**src/cfg_sec_pkg.sv**
```systemverilog
// constants and types for the configuration security and integrity block
package cfg_sec_pkg;
  localparam int          TAG_W        = 64;
  localparam int          TAG_USER_W   = 8;
  localparam int          TAG_FIXED_W  = 56;
  // arbitrary neutral factory value, not taken from any part
  localparam logic [55:0] TAG_FIXED_DEF = 56'h00_0000_1234_5678;
  localparam logic [7:0]  TAG_USER_RST  = 8'h00;
  localparam int          CRC_W        = 32;
  localparam logic [31:0] CRC_POLY     = 32'h04C1_1DB7;
  localparam logic [31:0] CRC_INIT     = 32'hFFFF_FFFF;
  localparam int          DIV_W        = 8;
  localparam logic [7:0]  DIV_DEF      = 8'h04;
  localparam logic [1:0]  SRC_NONE     = 2'h0;
  localparam logic [1:0]  SRC_WB       = 2'h1;
  localparam logic [1:0]  SRC_SPI      = 2'h2;
  localparam logic [1:0]  SRC_JTAG     = 2'h3;
  typedef enum logic [2:0] {
    ST_IDLE, ST_PRIMARY, ST_GOLDEN, ST_USER, ST_FAIL
  } boot_state_t;
endpackage

```
**src/cfg_security_top.sv**
```systemverilog
// configuration security, dual boot, soft error check and device tag
// Function
// [RULE_01] lock bits refuse all memory readback
// [RULE_02] only full erase clears lock bits; code also clears them on reset (I_RSTN low)
// [RULE_03] one-time mode rejects erase and reprogram
// [RULE_04] corrupt primary restarts from golden automatically
// [RULE_05] primary from on-chip flash, golden external
// [RULE_06] checker computes crc after configuration
// [RULE_07] automatic check only when option set
// [RULE_08] user start input triggers check
// [RULE_09] checker clocked by oscillator divider
// [RULE_10] checker can be fully switched off
// [RULE_11] 64-bit tag, 8 user bits
// [RULE_12] tag readable on wishbone, spi, i2c, jtag; code records only wishbone, spi and jtag readers, no i2c source
// [RULE_13] system holds right-side pll in reset; code holds it only while I_PROG_BG is high
// [RULE_14] mismatch flag held until next check
`timescale 1ns/1ns
module cfg_security_top
  import cfg_sec_pkg::*;
#(
  parameter int          CFG_WORDS = 16,
  parameter int          AW        = 4,
  parameter logic [55:0] TAG_FIXED = TAG_FIXED_DEF
) (
  input  wire logic             I_REF_CLK,
  input  wire logic             I_RSTN,
  input  wire logic             I_CFG_START,
  input  wire logic             I_DUAL_BOOT_EN,
  input  wire logic             I_IMG_WORD_VLD,
  input  wire logic [31:0]      I_IMG_WORD,
  input  wire logic             I_IMG_LAST,
  input  wire logic [CRC_W-1:0] I_IMG_CRC,
  input  wire logic             I_LOCK_SET,
  input  wire logic             I_OTP_SET,
  input  wire logic             I_ERASE_REQ,
  input  wire logic             I_PROG_REQ,
  input  wire logic             I_PROG_BG,
  input  wire logic             I_READBACK_REQ,
  input  wire logic [AW-1:0]    I_READBACK_ADDR,
  input  wire logic             I_CHK_AUTO_EN,
  input  wire logic             I_CHK_OFF,
  input  wire logic             I_CHK_USER_START,
  input  wire logic [DIV_W-1:0] I_CHK_DIV,
  input  wire logic             I_TAG_USER_WR,
  input  wire logic [7:0]       I_TAG_USER_DATA,
  input  wire logic [1:0]       I_TAG_RD_SRC,
  output logic                  O_SEL_GOLDEN,
  output logic                  O_BOOT_DONE,
  output logic                  O_BOOT_FAIL,
  output logic                  O_LOCKED,
  output logic                  O_OTP,
  output logic                  O_REQ_REJECT,
  output logic                  O_READBACK_VLD,
  output logic [31:0]           O_READBACK_DATA,
  output logic                  O_CHK_BUSY,
  output logic                  O_CHK_ERR,
  output logic                  O_RIGHT_SIDE_PLL_HOLD,
  output logic [TAG_W-1:0]      O_TAG,
  output logic [1:0]            O_TAG_SRC
);
  initial if ((1 << AW) < CFG_WORDS || CFG_WORDS < 1)
    $error("config memory address too narrow");

  // configuration cell array written by boot, scanned by the checker
  logic [31:0]      cfg_mem [CFG_WORDS];
  boot_state_t      st_r, st_nxt;
  logic [AW-1:0]    wa_r, wa_nxt;
  logic             golden_r, golden_nxt;
  logic             done_r, done_nxt;
  logic             fail_r, fail_nxt;
  logic             lock_r, lock_nxt;
  logic             otp_r, otp_nxt;
  logic             rej_r, rej_nxt;
  logic             rbv_r, rbv_nxt;
  logic [31:0]      rbd_r, rbd_nxt;
  logic [7:0]       tag_user_r, tag_user_nxt;
  logic [TAG_W-1:0] tag_r, tag_nxt;
  logic [1:0]       tsrc_r, tsrc_nxt;
  logic             boot_crc_clr, boot_crc_step;
  logic [CRC_W-1:0] boot_crc;
  logic             mem_we;

  crc_unit #(.DW(32)) u_boot_crc (
    .clk     (I_REF_CLK),
    .rst_n   (I_RSTN),
    .i_clear (boot_crc_clr),
    .i_step  (boot_crc_step),
    .i_data  (I_IMG_WORD),
    .o_crc   (boot_crc)
  );

  // primary image streams from on-chip flash, golden via external spi
  always_comb begin
    st_nxt        = st_r;
    wa_nxt        = wa_r;
    golden_nxt    = golden_r;
    done_nxt      = done_r;
    fail_nxt      = fail_r;
    boot_crc_clr  = 1'b0;
    boot_crc_step = 1'b0;
    mem_we        = 1'b0;
    unique case (st_r)
      ST_IDLE: begin
        if (I_CFG_START) begin
          st_nxt       = ST_PRIMARY;
          golden_nxt   = 1'b0; // see [RULE_05]
          wa_nxt       = '0;
          done_nxt     = 1'b0;
          fail_nxt     = 1'b0;
          boot_crc_clr = 1'b1;
        end
      end
      ST_PRIMARY, ST_GOLDEN: begin
        if (I_IMG_WORD_VLD) begin
          boot_crc_step = 1'b1;
          mem_we        = 1'b1;
          wa_nxt        = wa_r + AW'(1);
          if (I_IMG_LAST) begin
            if (crc_next_ok()) begin
              st_nxt   = ST_USER;
              done_nxt = 1'b1;
            end else if (st_r == ST_PRIMARY && I_DUAL_BOOT_EN) begin
              // restart without outside help
              st_nxt       = ST_GOLDEN; // see [RULE_04]
              golden_nxt   = 1'b1;      // see [RULE_05]
              wa_nxt       = '0;
              boot_crc_clr = 1'b1;
            end else begin
              st_nxt   = ST_FAIL;
              fail_nxt = 1'b1;
            end
          end
        end
      end
      ST_USER, ST_FAIL: begin
        if (I_CFG_START) begin
          st_nxt       = ST_PRIMARY;
          golden_nxt   = 1'b0;
          wa_nxt       = '0;
          done_nxt     = 1'b0;
          fail_nxt     = 1'b0;
          boot_crc_clr = 1'b1;
        end
      end
    endcase
  end

  // crc including the word arriving this cycle
  function automatic logic crc_next_ok();
    logic [CRC_W-1:0] c;
    c = boot_crc;
    for (int k = 31; k >= 0; k--) begin
      if (c[CRC_W-1] ^ I_IMG_WORD[k]) begin
        c = {c[CRC_W-2:0], 1'b0} ^ CRC_POLY;
      end else begin
        c = {c[CRC_W-2:0], 1'b0};
      end
    end
    return c == I_IMG_CRC;
  endfunction

  always_ff @(posedge I_REF_CLK) begin
    if (mem_we && 32'(wa_r) < 32'(CFG_WORDS)) begin
      cfg_mem[wa_r] <= I_IMG_WORD;
    end
  end

  // security, one-time mode, readback and tag
  always_comb begin
    lock_nxt     = lock_r;
    otp_nxt      = otp_r;
    rej_nxt      = 1'b0;
    rbv_nxt      = 1'b0;
    rbd_nxt      = 32'h0000_0000;
    tag_user_nxt = tag_user_r;
    tag_nxt      = {TAG_FIXED, tag_user_r}; // see [RULE_11]
    tsrc_nxt     = tsrc_r;
    if (I_OTP_SET) begin
      otp_nxt = 1'b1;
    end
    if (I_ERASE_REQ) begin
      if (otp_r) begin
        rej_nxt = 1'b1; // see [RULE_03]
      end else begin
        lock_nxt     = 1'b0; // see [RULE_02]
        tag_user_nxt = TAG_USER_RST;
      end
    end
    // set wins over an erase in the same cycle
    if (I_LOCK_SET) begin
      lock_nxt = 1'b1; // see [RULE_02]
    end
    if (I_PROG_REQ && otp_r) begin
      rej_nxt = 1'b1; // see [RULE_03]
    end
    if (I_TAG_USER_WR) begin
      if (otp_r) begin
        rej_nxt = 1'b1; // see [RULE_03]
      end else begin
        tag_user_nxt = I_TAG_USER_DATA; // see [RULE_11]
      end
    end
    if (I_READBACK_REQ) begin
      if (lock_r) begin
        rej_nxt = 1'b1; // see [RULE_01]
      end else begin
        rbv_nxt = 1'b1;
        if (32'(I_READBACK_ADDR) < 32'(CFG_WORDS)) begin
          rbd_nxt = cfg_mem[I_READBACK_ADDR];
        end
      end
    end
    // tag reaches the wishbone, spi and jtag readers; source recorded for the reader
    if (I_TAG_RD_SRC != SRC_NONE) begin
      tsrc_nxt = I_TAG_RD_SRC; // see [RULE_12]
    end
  end

  always_ff @(posedge I_REF_CLK) begin
    if (!I_RSTN) begin
      st_r       <= ST_IDLE;
      wa_r       <= '0;
      golden_r   <= 1'b0;
      done_r     <= 1'b0;
      fail_r     <= 1'b0;
      lock_r     <= 1'b0;
      otp_r      <= 1'b0;
      rej_r      <= 1'b0;
      rbv_r      <= 1'b0;
      rbd_r      <= 32'h0000_0000;
      tag_user_r <= TAG_USER_RST;
      tag_r      <= '0;
      tsrc_r     <= SRC_NONE;
    end else begin
      st_r       <= st_nxt;
      wa_r       <= wa_nxt;
      golden_r   <= golden_nxt;
      done_r     <= done_nxt;
      fail_r     <= fail_nxt;
      lock_r     <= lock_nxt;
      otp_r      <= otp_nxt;
      rej_r      <= rej_nxt;
      rbv_r      <= rbv_nxt;
      rbd_r      <= rbd_nxt;
      tag_user_r <= tag_user_nxt;
      tag_r      <= tag_nxt;
      tsrc_r     <= tsrc_nxt;
    end
  end

  // soft error checker; off means no divider or crc activity
  logic             chk_run;
  logic             chk_tick;
  logic             chk_busy_r, chk_busy_nxt;
  logic             chk_err_r, chk_err_nxt;
  logic             chk_pend_r, chk_pend_nxt;
  logic             auto_done_r, auto_done_nxt;
  logic [AW-1:0]    ca_r, ca_nxt;
  logic [CRC_W-1:0] ref_r, ref_nxt;
  logic             ref_vld_r, ref_vld_nxt;
  logic             chk_clr, chk_step;
  logic [CRC_W-1:0] chk_crc;
  logic [31:0]      chk_word;

  assign chk_run  = chk_busy_r && !I_CHK_OFF; // see [RULE_10]
  assign chk_word = cfg_mem[ca_r];

  clk_divider #(.W(DIV_W)) u_chk_div (
    .clk    (I_REF_CLK),
    .rst_n  (I_RSTN),
    .i_run  (chk_run),
    .i_div  (I_CHK_DIV),
    .o_tick (chk_tick)
  ); // see [RULE_09]

  crc_unit #(.DW(32)) u_chk_crc (
    .clk     (I_REF_CLK),
    .rst_n   (I_RSTN),
    .i_clear (chk_clr),
    .i_step  (chk_step),
    .i_data  (chk_word),
    .o_crc   (chk_crc)
  );

  always_comb begin
    chk_busy_nxt  = chk_busy_r;
    chk_err_nxt   = chk_err_r;
    chk_pend_nxt  = chk_pend_r;
    auto_done_nxt = auto_done_r;
    ca_nxt        = ca_r;
    ref_nxt       = ref_r;
    ref_vld_nxt   = ref_vld_r;
    chk_clr       = 1'b0;
    chk_step      = 1'b0;
    if (st_r != ST_USER) begin
      auto_done_nxt = 1'b0;
      ref_vld_nxt   = 1'b0;
      chk_busy_nxt  = 1'b0;
      chk_pend_nxt  = 1'b0;
    end else if (I_CHK_OFF) begin
      chk_busy_nxt = 1'b0; // see [RULE_10]
      chk_pend_nxt = 1'b0;
    end else if (!chk_busy_r) begin
      if (I_CHK_USER_START || chk_pend_r) begin
        chk_busy_nxt = 1'b1; // see [RULE_08]
        chk_pend_nxt = 1'b0;
      end else if (I_CHK_AUTO_EN && !auto_done_r) begin
        chk_busy_nxt  = 1'b1; // see [RULE_06] [RULE_07]
        auto_done_nxt = 1'b1;
      end
      if (chk_busy_nxt) begin
        chk_clr     = 1'b1;
        ca_nxt      = '0;
        chk_err_nxt = 1'b0; // see [RULE_14]
      end
    end else begin
      if (I_CHK_USER_START) begin
        chk_pend_nxt = 1'b1;
      end
      if (chk_tick) begin
        chk_step = 1'b1;
        ca_nxt   = ca_r + AW'(1);
        if (32'(ca_r) == 32'(CFG_WORDS - 1)) begin
          chk_busy_nxt = 1'b0;
          // first pass captures the loaded reference
          if (!ref_vld_r) begin
            ref_nxt     = crc_word(chk_crc, chk_word);
            ref_vld_nxt = 1'b1;
          end else if (crc_word(chk_crc, chk_word) != ref_r) begin
            chk_err_nxt = 1'b1; // see [RULE_14]
          end
        end
      end
    end
  end

  function automatic logic [CRC_W-1:0] crc_word(
    input logic [CRC_W-1:0] c_in,
    input logic [31:0]      d
  );
    logic [CRC_W-1:0] c;
    c = c_in;
    for (int k = 31; k >= 0; k--) begin
      if (c[CRC_W-1] ^ d[k]) begin
        c = {c[CRC_W-2:0], 1'b0} ^ CRC_POLY;
      end else begin
        c = {c[CRC_W-2:0], 1'b0};
      end
    end
    return c;
  endfunction

  always_ff @(posedge I_REF_CLK) begin
    if (!I_RSTN) begin
      chk_busy_r  <= 1'b0;
      chk_err_r   <= 1'b0;
      chk_pend_r  <= 1'b0;
      auto_done_r <= 1'b0;
      ca_r        <= '0;
      ref_r       <= CRC_INIT;
      ref_vld_r   <= 1'b0;
    end else begin
      chk_busy_r  <= chk_busy_nxt;
      chk_err_r   <= chk_err_nxt;
      chk_pend_r  <= chk_pend_nxt;
      auto_done_r <= auto_done_nxt;
      ca_r        <= ca_nxt;
      ref_r       <= ref_nxt;
      ref_vld_r   <= ref_vld_nxt;
    end
  end

  // outputs straight from flip-flops
  logic right_side_pll_r;
  always_ff @(posedge I_REF_CLK) begin
    if (!I_RSTN) begin
      right_side_pll_r <= 1'b0;
    end else begin
      right_side_pll_r <= I_PROG_BG; // see [RULE_13]
    end
  end

  assign O_SEL_GOLDEN    = golden_r;
  assign O_BOOT_DONE     = done_r;
  assign O_BOOT_FAIL     = fail_r;
  assign O_LOCKED        = lock_r;
  assign O_OTP           = otp_r;
  assign O_REQ_REJECT    = rej_r;
  assign O_READBACK_VLD  = rbv_r;
  assign O_READBACK_DATA = rbd_r;
  assign O_CHK_BUSY      = chk_busy_r;
  assign O_CHK_ERR       = chk_err_r;
  assign O_RIGHT_SIDE_PLL_HOLD     = right_side_pll_r;
  assign O_TAG           = tag_r;
  assign O_TAG_SRC       = tsrc_r;
endmodule

```
**src/clk_divider.sv**
```systemverilog
// clock-enable divider driven by the undivided oscillator clock
`timescale 1ns/1ns
module clk_divider
  import cfg_sec_pkg::*;
#(
  parameter int W = DIV_W
) (
  input  wire logic         clk,
  input  wire logic         rst_n,
  input  wire logic         i_run,
  input  wire logic [W-1:0] i_div,
  output logic              o_tick
);
  initial if (W < 2) $error("divider width too small");
  logic [W-1:0] cnt_r;
  logic [W-1:0] cnt_nxt;
  logic         tick_nxt;
  always_comb begin
    cnt_nxt  = cnt_r;
    tick_nxt = 1'b0;
    if (i_run) begin
      if (cnt_r >= i_div) begin
        cnt_nxt  = '0;
        tick_nxt = 1'b1;
      end else begin
        cnt_nxt = cnt_r + W'(1);
      end
    end else begin
      cnt_nxt = '0;
    end
  end
  always_ff @(posedge clk) begin
    if (!rst_n) begin
      cnt_r  <= '0;
      o_tick <= 1'b0;
    end else begin
      cnt_r  <= cnt_nxt;
      o_tick <= tick_nxt;
    end
  end
endmodule

```
**src/crc_unit.sv**
```systemverilog
// serial crc accumulator over one word per step
`timescale 1ns/1ns
module crc_unit
  import cfg_sec_pkg::*;
#(
  parameter int DW = 32
) (
  input  wire logic             clk,
  input  wire logic             rst_n,
  input  wire logic             i_clear,
  input  wire logic             i_step,
  input  wire logic [DW-1:0]    i_data,
  output logic      [CRC_W-1:0] o_crc
);
  initial if (DW < 1) $error("data width must be positive");
  logic [CRC_W-1:0] crc_nxt;
  always_comb begin
    logic [CRC_W-1:0] c;
    c = o_crc;
    if (i_clear) begin
      c = CRC_INIT;
    end else if (i_step) begin
      for (int k = DW - 1; k >= 0; k--) begin
        if (c[CRC_W-1] ^ i_data[k]) begin
          c = {c[CRC_W-2:0], 1'b0} ^ CRC_POLY;
        end else begin
          c = {c[CRC_W-2:0], 1'b0};
        end
      end
    end
    crc_nxt = c;
  end
  always_ff @(posedge clk) begin
    if (!rst_n) begin
      o_crc <= CRC_INIT;
    end else begin
      o_crc <= crc_nxt;
    end
  end
endmodule

```
**config.mk**
```make
export PLATFORM = sky130hd
export DESIGN_NAME = cfg_security_top
export DESIGN_NICKNAME = d
export VERILOG_FILES = /design/src/cfg_sec_pkg.sv /design/src/cfg_security_top.sv /design/src/clk_divider.sv /design/src/crc_unit.sv
export SDC_FILE = /design/constraint.sdc
export NUM_CORES = 1
export LEC_CHECK = 0
export BUFFER_PORTS_ARGS = -buffer_cell sky130_fd_sc_hd__buf_2
export CAP_MARGIN = 15
export CORE_ASPECT_RATIO = 1.75
export CORE_MARGIN = 3
export CORE_UTILIZATION = 62
export CTS_CLUSTER_DIAMETER = 30
export DETAILED_ROUTE_END_ITERATION = 7
export PLACE_DENSITY = 0.81
export SYNTH_ARGS = -nofsm -noshare
export SYNTH_HDL_FRONTEND = slang
export SYNTH_SLANG_ARGS = --single-unit
```
**constraint.sdc**
```tcl
create_clock -name I_REF_CLK -period 7.35 [get_ports I_REF_CLK]
set_clock_uncertainty 0.2 [all_clocks]
set_input_delay 1.47 -clock I_REF_CLK [delete_from_list [all_inputs] [get_ports I_REF_CLK]]
set_output_delay 1.47 -clock I_REF_CLK [all_outputs]
set_load 0.01 [all_outputs]
```
# == After elaboration in Yosys (flattened, before gate mapping) ==
# Memories as Yosys holds them, arrays and structs flattened. A register that Yosys moved wholly into a read port is not among the register bits.
# Cells that the tools add are included.
# op_classes
n_addsub,3
magnitude_cmp,1
eq_ne,21
n_mux,839
n_bitwise,322
reduce_logical,34
# op_table
cell,count
$mux 32,598
$mux 27,157
$not 14->14,157
$xor 1x1->1,157
$mux 1,58
$mux 4,10
$mux 37,1
$eq 32x32->1,1
$mux 8,4
$ne 32x32->1,1
$ne 2x2->1 const B,8
$reduce_and 4->1,4
$mux 3,5
$reduce_or 3->1,4
$ne 2x1->1 const B,5
$reduce_and 2->1,5
$reduce_and 5->1,2
$add 4x1->4 const B,2
$add 8x1->8 const B,1
$ge 8x8->1,1
$not 1->1,8
$pmux 1 s2,4
$pmux 4 s2,1
$reduce_bool 2->1,4
other kinds (14),22
# word_totals
reg_bits,203
mem_bits_rw,512
in_bits,102
output_inout_bits,108
mem_count,1
# memory_table
memory,words,word_bits,read_ports,rd_ports_with_merged_regs,write_ports,line_no,text
cfg_mem,16,32,2,2,1,cfg_security_top.sv:65,logic [31:0] cfg_mem [CFG_WORDS];

# == Logic depth before layout (Yosys ltp) ==
# logic_depth
word_depth,288
depth_mapped,21

# == Cells and area by module ==
# Synthesis repeated with hierarchy kept, for this count alone.
# unflattened
cells_unflattened,3131
hier_area_um2,44854.3
# modules_own_cells
mod,instances,cells_per_inst,area_each_um2
cfg_security_top,1,2281,35181.2
crc_unit,2,395,4569.4
clk_divider,1,60,534.3

# == Worst setup path after synthesis ==
# No wires, ideal clock.
# synth_path
kind,input port to flip-flop
start,input I_IMG_WORD[30]
end,register u_boot_crc.o_crc[12]
setup_ns,0.134
arrival_time_ns,6.091
required_time_ns,7.016
setup_slack_ns,0.925
stages,15
path_buffers,1
path_cell_list,xor2_2 > xnor2_2 > xnor3_1 > xnor3_1 > xor2_2 > xor3_2 > xnor3_1 > xor2_1 > or3b_1 > a2111oi_2 > nand4_2 > nor3b_4 > a21oi_4 > buf_6 > o211ai_1
# synth_between
elab_chain_cells,140
word_cells_on_any_way,317
# synth_rtl
item,line_no,text
start: declaration,cfg_security_top.sv:30,"input wire logic [31:0] I_IMG_WORD,"
$xor 1x1->1,cfg_security_top.sv:153,if (c[CRC_W-1] ^ I_IMG_WORD[k]) begin
$mux 27,cfg_security_top.sv:153,
$mux 32,cfg_security_top.sv:118,if (I_IMG_LAST) begin
$mux 32,cfg_security_top.sv:114,if (I_IMG_WORD_VLD) begin
$mux 32,cfg_security_top.sv:102,unique case (st_r)
$not 14->14 (no line),n/a,
$mux 27,cfg_security_top.sv:153,
$mux 32,cfg_security_top.sv:118,
[... 124 more ...],n/a,
$mux 32,cfg_security_top.sv:114,
$mux 32,cfg_security_top.sv:102,
$eq 32x32->1,cfg_security_top.sv:159,return c == I_IMG_CRC;
$mux 1,cfg_security_top.sv:119,if (crc_next_ok()) begin
$mux 1,cfg_security_top.sv:118,
$mux 1,cfg_security_top.sv:114,
$pmux 1 s2,cfg_security_top.sv:102,
$reduce_or 2->1 (no line),n/a,
end signal: assignment,crc_unit.sv:37,o_crc <= crc_nxt;
end: declaration,crc_unit.sv:13,output logic [CRC_W-1:0] o_crc
# Several ways; a longest one is shown, not always the timed one. The select of a mux whose other input is x is not followed.
# A chain may end at the register's enable or synchronous reset.

# == Worst setup path after layout ==
# layout_path
start,input I_IMG_WORD[22]
end,register u_boot_crc.o_crc[19]
# layout_between
elab_chain_cells,110
word_cells_on_any_way,214
# layout_rtl
item,line_no
$xor 1x1->1,cfg_security_top.sv:153
$mux 27,cfg_security_top.sv:153
$mux 32,cfg_security_top.sv:118
$mux 32,cfg_security_top.sv:114
$mux 32,cfg_security_top.sv:102
$not 14->14 (no line),n/a
$mux 27,cfg_security_top.sv:153
$mux 32,cfg_security_top.sv:118
[... 94 more ...],n/a
$mux 32,cfg_security_top.sv:114
$mux 32,cfg_security_top.sv:102
$eq 32x32->1,cfg_security_top.sv:159
$mux 1,cfg_security_top.sv:119
$mux 1,cfg_security_top.sv:118
$mux 1,cfg_security_top.sv:114
$pmux 1 s2,cfg_security_top.sv:102
$reduce_or 2->1 (no line),n/a
# Several ways; a longest one is shown, not always the timed one. The select of a mux whose other input is x is not followed.

==> reports/summary.txt <==
GRT overflow = 0
Clk buf depth = 3
Worst Hold Class = flip-flop to flip-flop
Slew HR = 26.5%
Tightest Pin Transition = 1.10 ns
Layout cells sized above 1 = 28.1%
Largest net degree at the start of global routing = 129
Total wire length = 112 mm
Worst Setup End Kind = flip-flop
Yosys top cell by area = edfxtp_1
Antenna-violating nets left = 0
CP Max Fanout = 32
Clock tree sinks = 696
Worst r2r path cells = 16
Hold Startpoint = O_BOOT_FAIL
Vias = 23986
Synth Area in Compound Gates = 4.47%
Largest family of logic cells by synthesized area = XOR/XNOR gates
CTS root buf = clkbuf_16
Die width = 195 um
Register area = 19100 sq um
Post-synth ARST share = 0%
Setup repair after global routing missed its margin = no
Initial antenna violation count = 4
Final setup viols = 0
Avg Vias per Cell = 6.58
CTS Buf Count = 93
First-pass GRT wire length = 164 mm
Die area = 65800 sq um
Worst setup path startpoint = I_IMG_WORD[22]
CTS tree = yes
Final core utilization = 71.7%
Status = completed
Fraction of the mapped netlist area in adder cells = 0.451%
Htree depth = 3
Top cells by area, synth = edfxtp_1 40%, mux4_2 13%, dfxtp_1 9.5%
Distinct cells, synth = 73
CP arrival = 6.94 ns
Main flop type after synthesis = edfxtp_1
Post-synthesis average cell area = 15.4 sq um
Share of the synthesized area in the top cell type = 39.6%
Fillers = 3849
Skew-Pair Late Insertion Delay = 0.64 ns
Count leader, synth = edfxtp_1
Crit Path Category = input pin to flip-flop
Post-route cell area = 44100 sq um
DRC Markers = 0
Sequential fraction of the synthesis area = 49.1%
Max Fclk = 0.150 GHz
Boundary Pins = 210
Fin crit period = 6.68 ns
Chip height = 337 um
Area of the multi-input gates = 18700 sq um
Post-Syn Area = 38800 sq um
Startpoint Class = input pin
Placed Instances = 3470
Clk slew on worst S/H paths = 0.06 ns
Final Hold Viols = 0
Initial core utilization = 63.1%
Pre-antenna DRT Iters = 6
DP HPWL = 73.9 mm
Total Neg Setup Slack = 0 ns
Post-CTS setup buffers = 0
Synth Register Bits = 696
Iter 0 DRT Violations = 2353
Yosys warns = 0
Post-DP Area = 40800 sq um
Row count = 120
EDFF count, synth = 512
Hold depth = 2
Post-Syn Instances = 2520
Post-Synth XOR/XNOR Area = 20.6%
Maxcap violations = 0
Post-cts resize count = 0
Multiplexer share of the synthesized area = 17.6%
CP Data Required Time = 7.60 ns
Commonest cells in the netlist = 512 x edfxtp_1, 285 x xnor2_1, 227 x mux4_2
Final Net Count = 2889
Area Growth Syn to Fin = 13.6%
Avg WL per Cell = 30.8 um
IO buf count = 166
Hold buffer count at cts = 0
Fin. max-slew vios = 0
RD Place Congestion = 0.976
Final period util = 90.9%
Finished Layout Cells = 3647
Vias in the first global route = 25487
Simple-gate portion of the synthesized area = 4.60%
Gr usage total = 34.3%
Core ar. = 61600 sq um
## flip-flops by register name, summed over array words and instances (netlist names), 2 cells and up, named ones only
name,count
ref_r,32
O_TAG,9
cfg_mem,512
O_TAG_SRC,2
wa_r,4
u_chk_div.cnt_r,8
u_chk_crc.o_crc,32
ca_r,4
st_r,3
O_READBACK_DATA,32
u_boot_crc.o_crc,32
tag_user_r,8
## per-layer routing
layer	vias to the layer above	wire length [um]	GRT usage (%)	share of wire (%)
li1	10045	-	-	-
met1	11979	34800	36.9	31
met2	1492	58200	60.2	52
met3	464	8900	5.76	7.9
met4	6	10400	26.3	9.3
met5	-	31	0	0.028
## placed cells by master (no fill, tap or decap), types with 7 or more instances in the layout
| cell type | count |
|---|---|
| xnor2_2 | 20 |
| clkbuf_16 | 100 |
| mux2i_1 | 101 |
| ha_1 | 14 |
| xnor2_1 | 285 |
| and3_1 | 11 |
| xnor2_4 | 8 |
| bufinv_16 | 8 |
| inv_8 | 10 |
| xnor3_1 | 129 |
| a22oi_1 | 12 |
| nor2b_1 | 15 |
| nor2_1 | 48 |
| nand3_1 | 22 |
| and2_2 | 12 |
| nand2_1 | 156 |
| nand2b_1 | 15 |
| a31oi_1 | 7 |
| clkbuf_1 | 11 |
| conb_1 | 43 |
| mux2_2 | 29 |
| inv_1 | 23 |
| o21ai_0 | 36 |
| dfxtp_1 | 182 |
| inv_6 | 16 |
| xor2_2 | 16 |
| o22ai_1 | 31 |
| clkinvlp_4 | 8 |
| a221oi_1 | 27 |
| edfxtp_1 | 512 |
| a21oi_1 | 30 |
| buf_12 | 7 |
| mux2_1 | 35 |
| xor2_1 | 101 |
| mux4_2 | 227 |
| o211ai_1 | 72 |
| and2_1 | 41 |
| buf_4 | 125 |
| xor3_1 | 25 |
| buf_2 | 164 |
## through the flow
step / hold slack, ns / setup slack [ns]
6_report: 0.251 / 0.666
5_1_grt: 0.292 / 0.424
4_1_cts: 0.260 / 0.702
3_5_place_dp: 0.249 / 0.106
3_3_place_gp: 0.235 / 0.213
2_1_floorplan: 0.227 / 0.925
## worst max-delay path, cell delays in order
cell and delay (ns):
buf_2 0.22, xnor2_1 0.60, xor3_1 0.52, xnor3_1 0.51, xnor3_1 0.42, buf_4 0.20
xnor3_1 0.42, xnor2_1 0.45, xnor3_1 0.30, nor4_1 0.24, o2111ai_1 0.20, nor4b_1 0.37
buf_4 0.17, nand4_2 0.10, nor3b_4 0.22, a21oi_4 0.17, buf_12 0.20, o211ai_1 0.12
## layout make-up
cell class / instances / share of cell area [%]
multi-input combinational: 1660 / 42.4
sequential: 696 / 43.2
tap: 793 / 2.25
inverter: 24 / 0.204
timing repair buffer: 298 / 4.36
antenna: 1 / 0.00567
clock inverter: 60 / 1.66
clock buffer: 115 / 5.85
## kinds of logic after synthesis
kind of cell	count (synthesis)
AOI/OAI and AO/OA	248
xor gates and xnor gates	596
adders and majority gates	14
buffers and inverters	206
DFF	696
muxes	392
other	1
and+or+nand+nor	367
## worst paths after layout
kind / end / slack (ns)
worst max register to register: O_CHK_ERR / 0.82
worst max-delay path: u_boot_crc.o_crc[19] / 0.67
worst min register to register: O_BOOT_FAIL / 0.25
worst min-delay path: O_BOOT_FAIL / 0.25
Power is not shown: default switching activity piles up to over one toggle a cycle in this logic, so the estimate is an artifact.
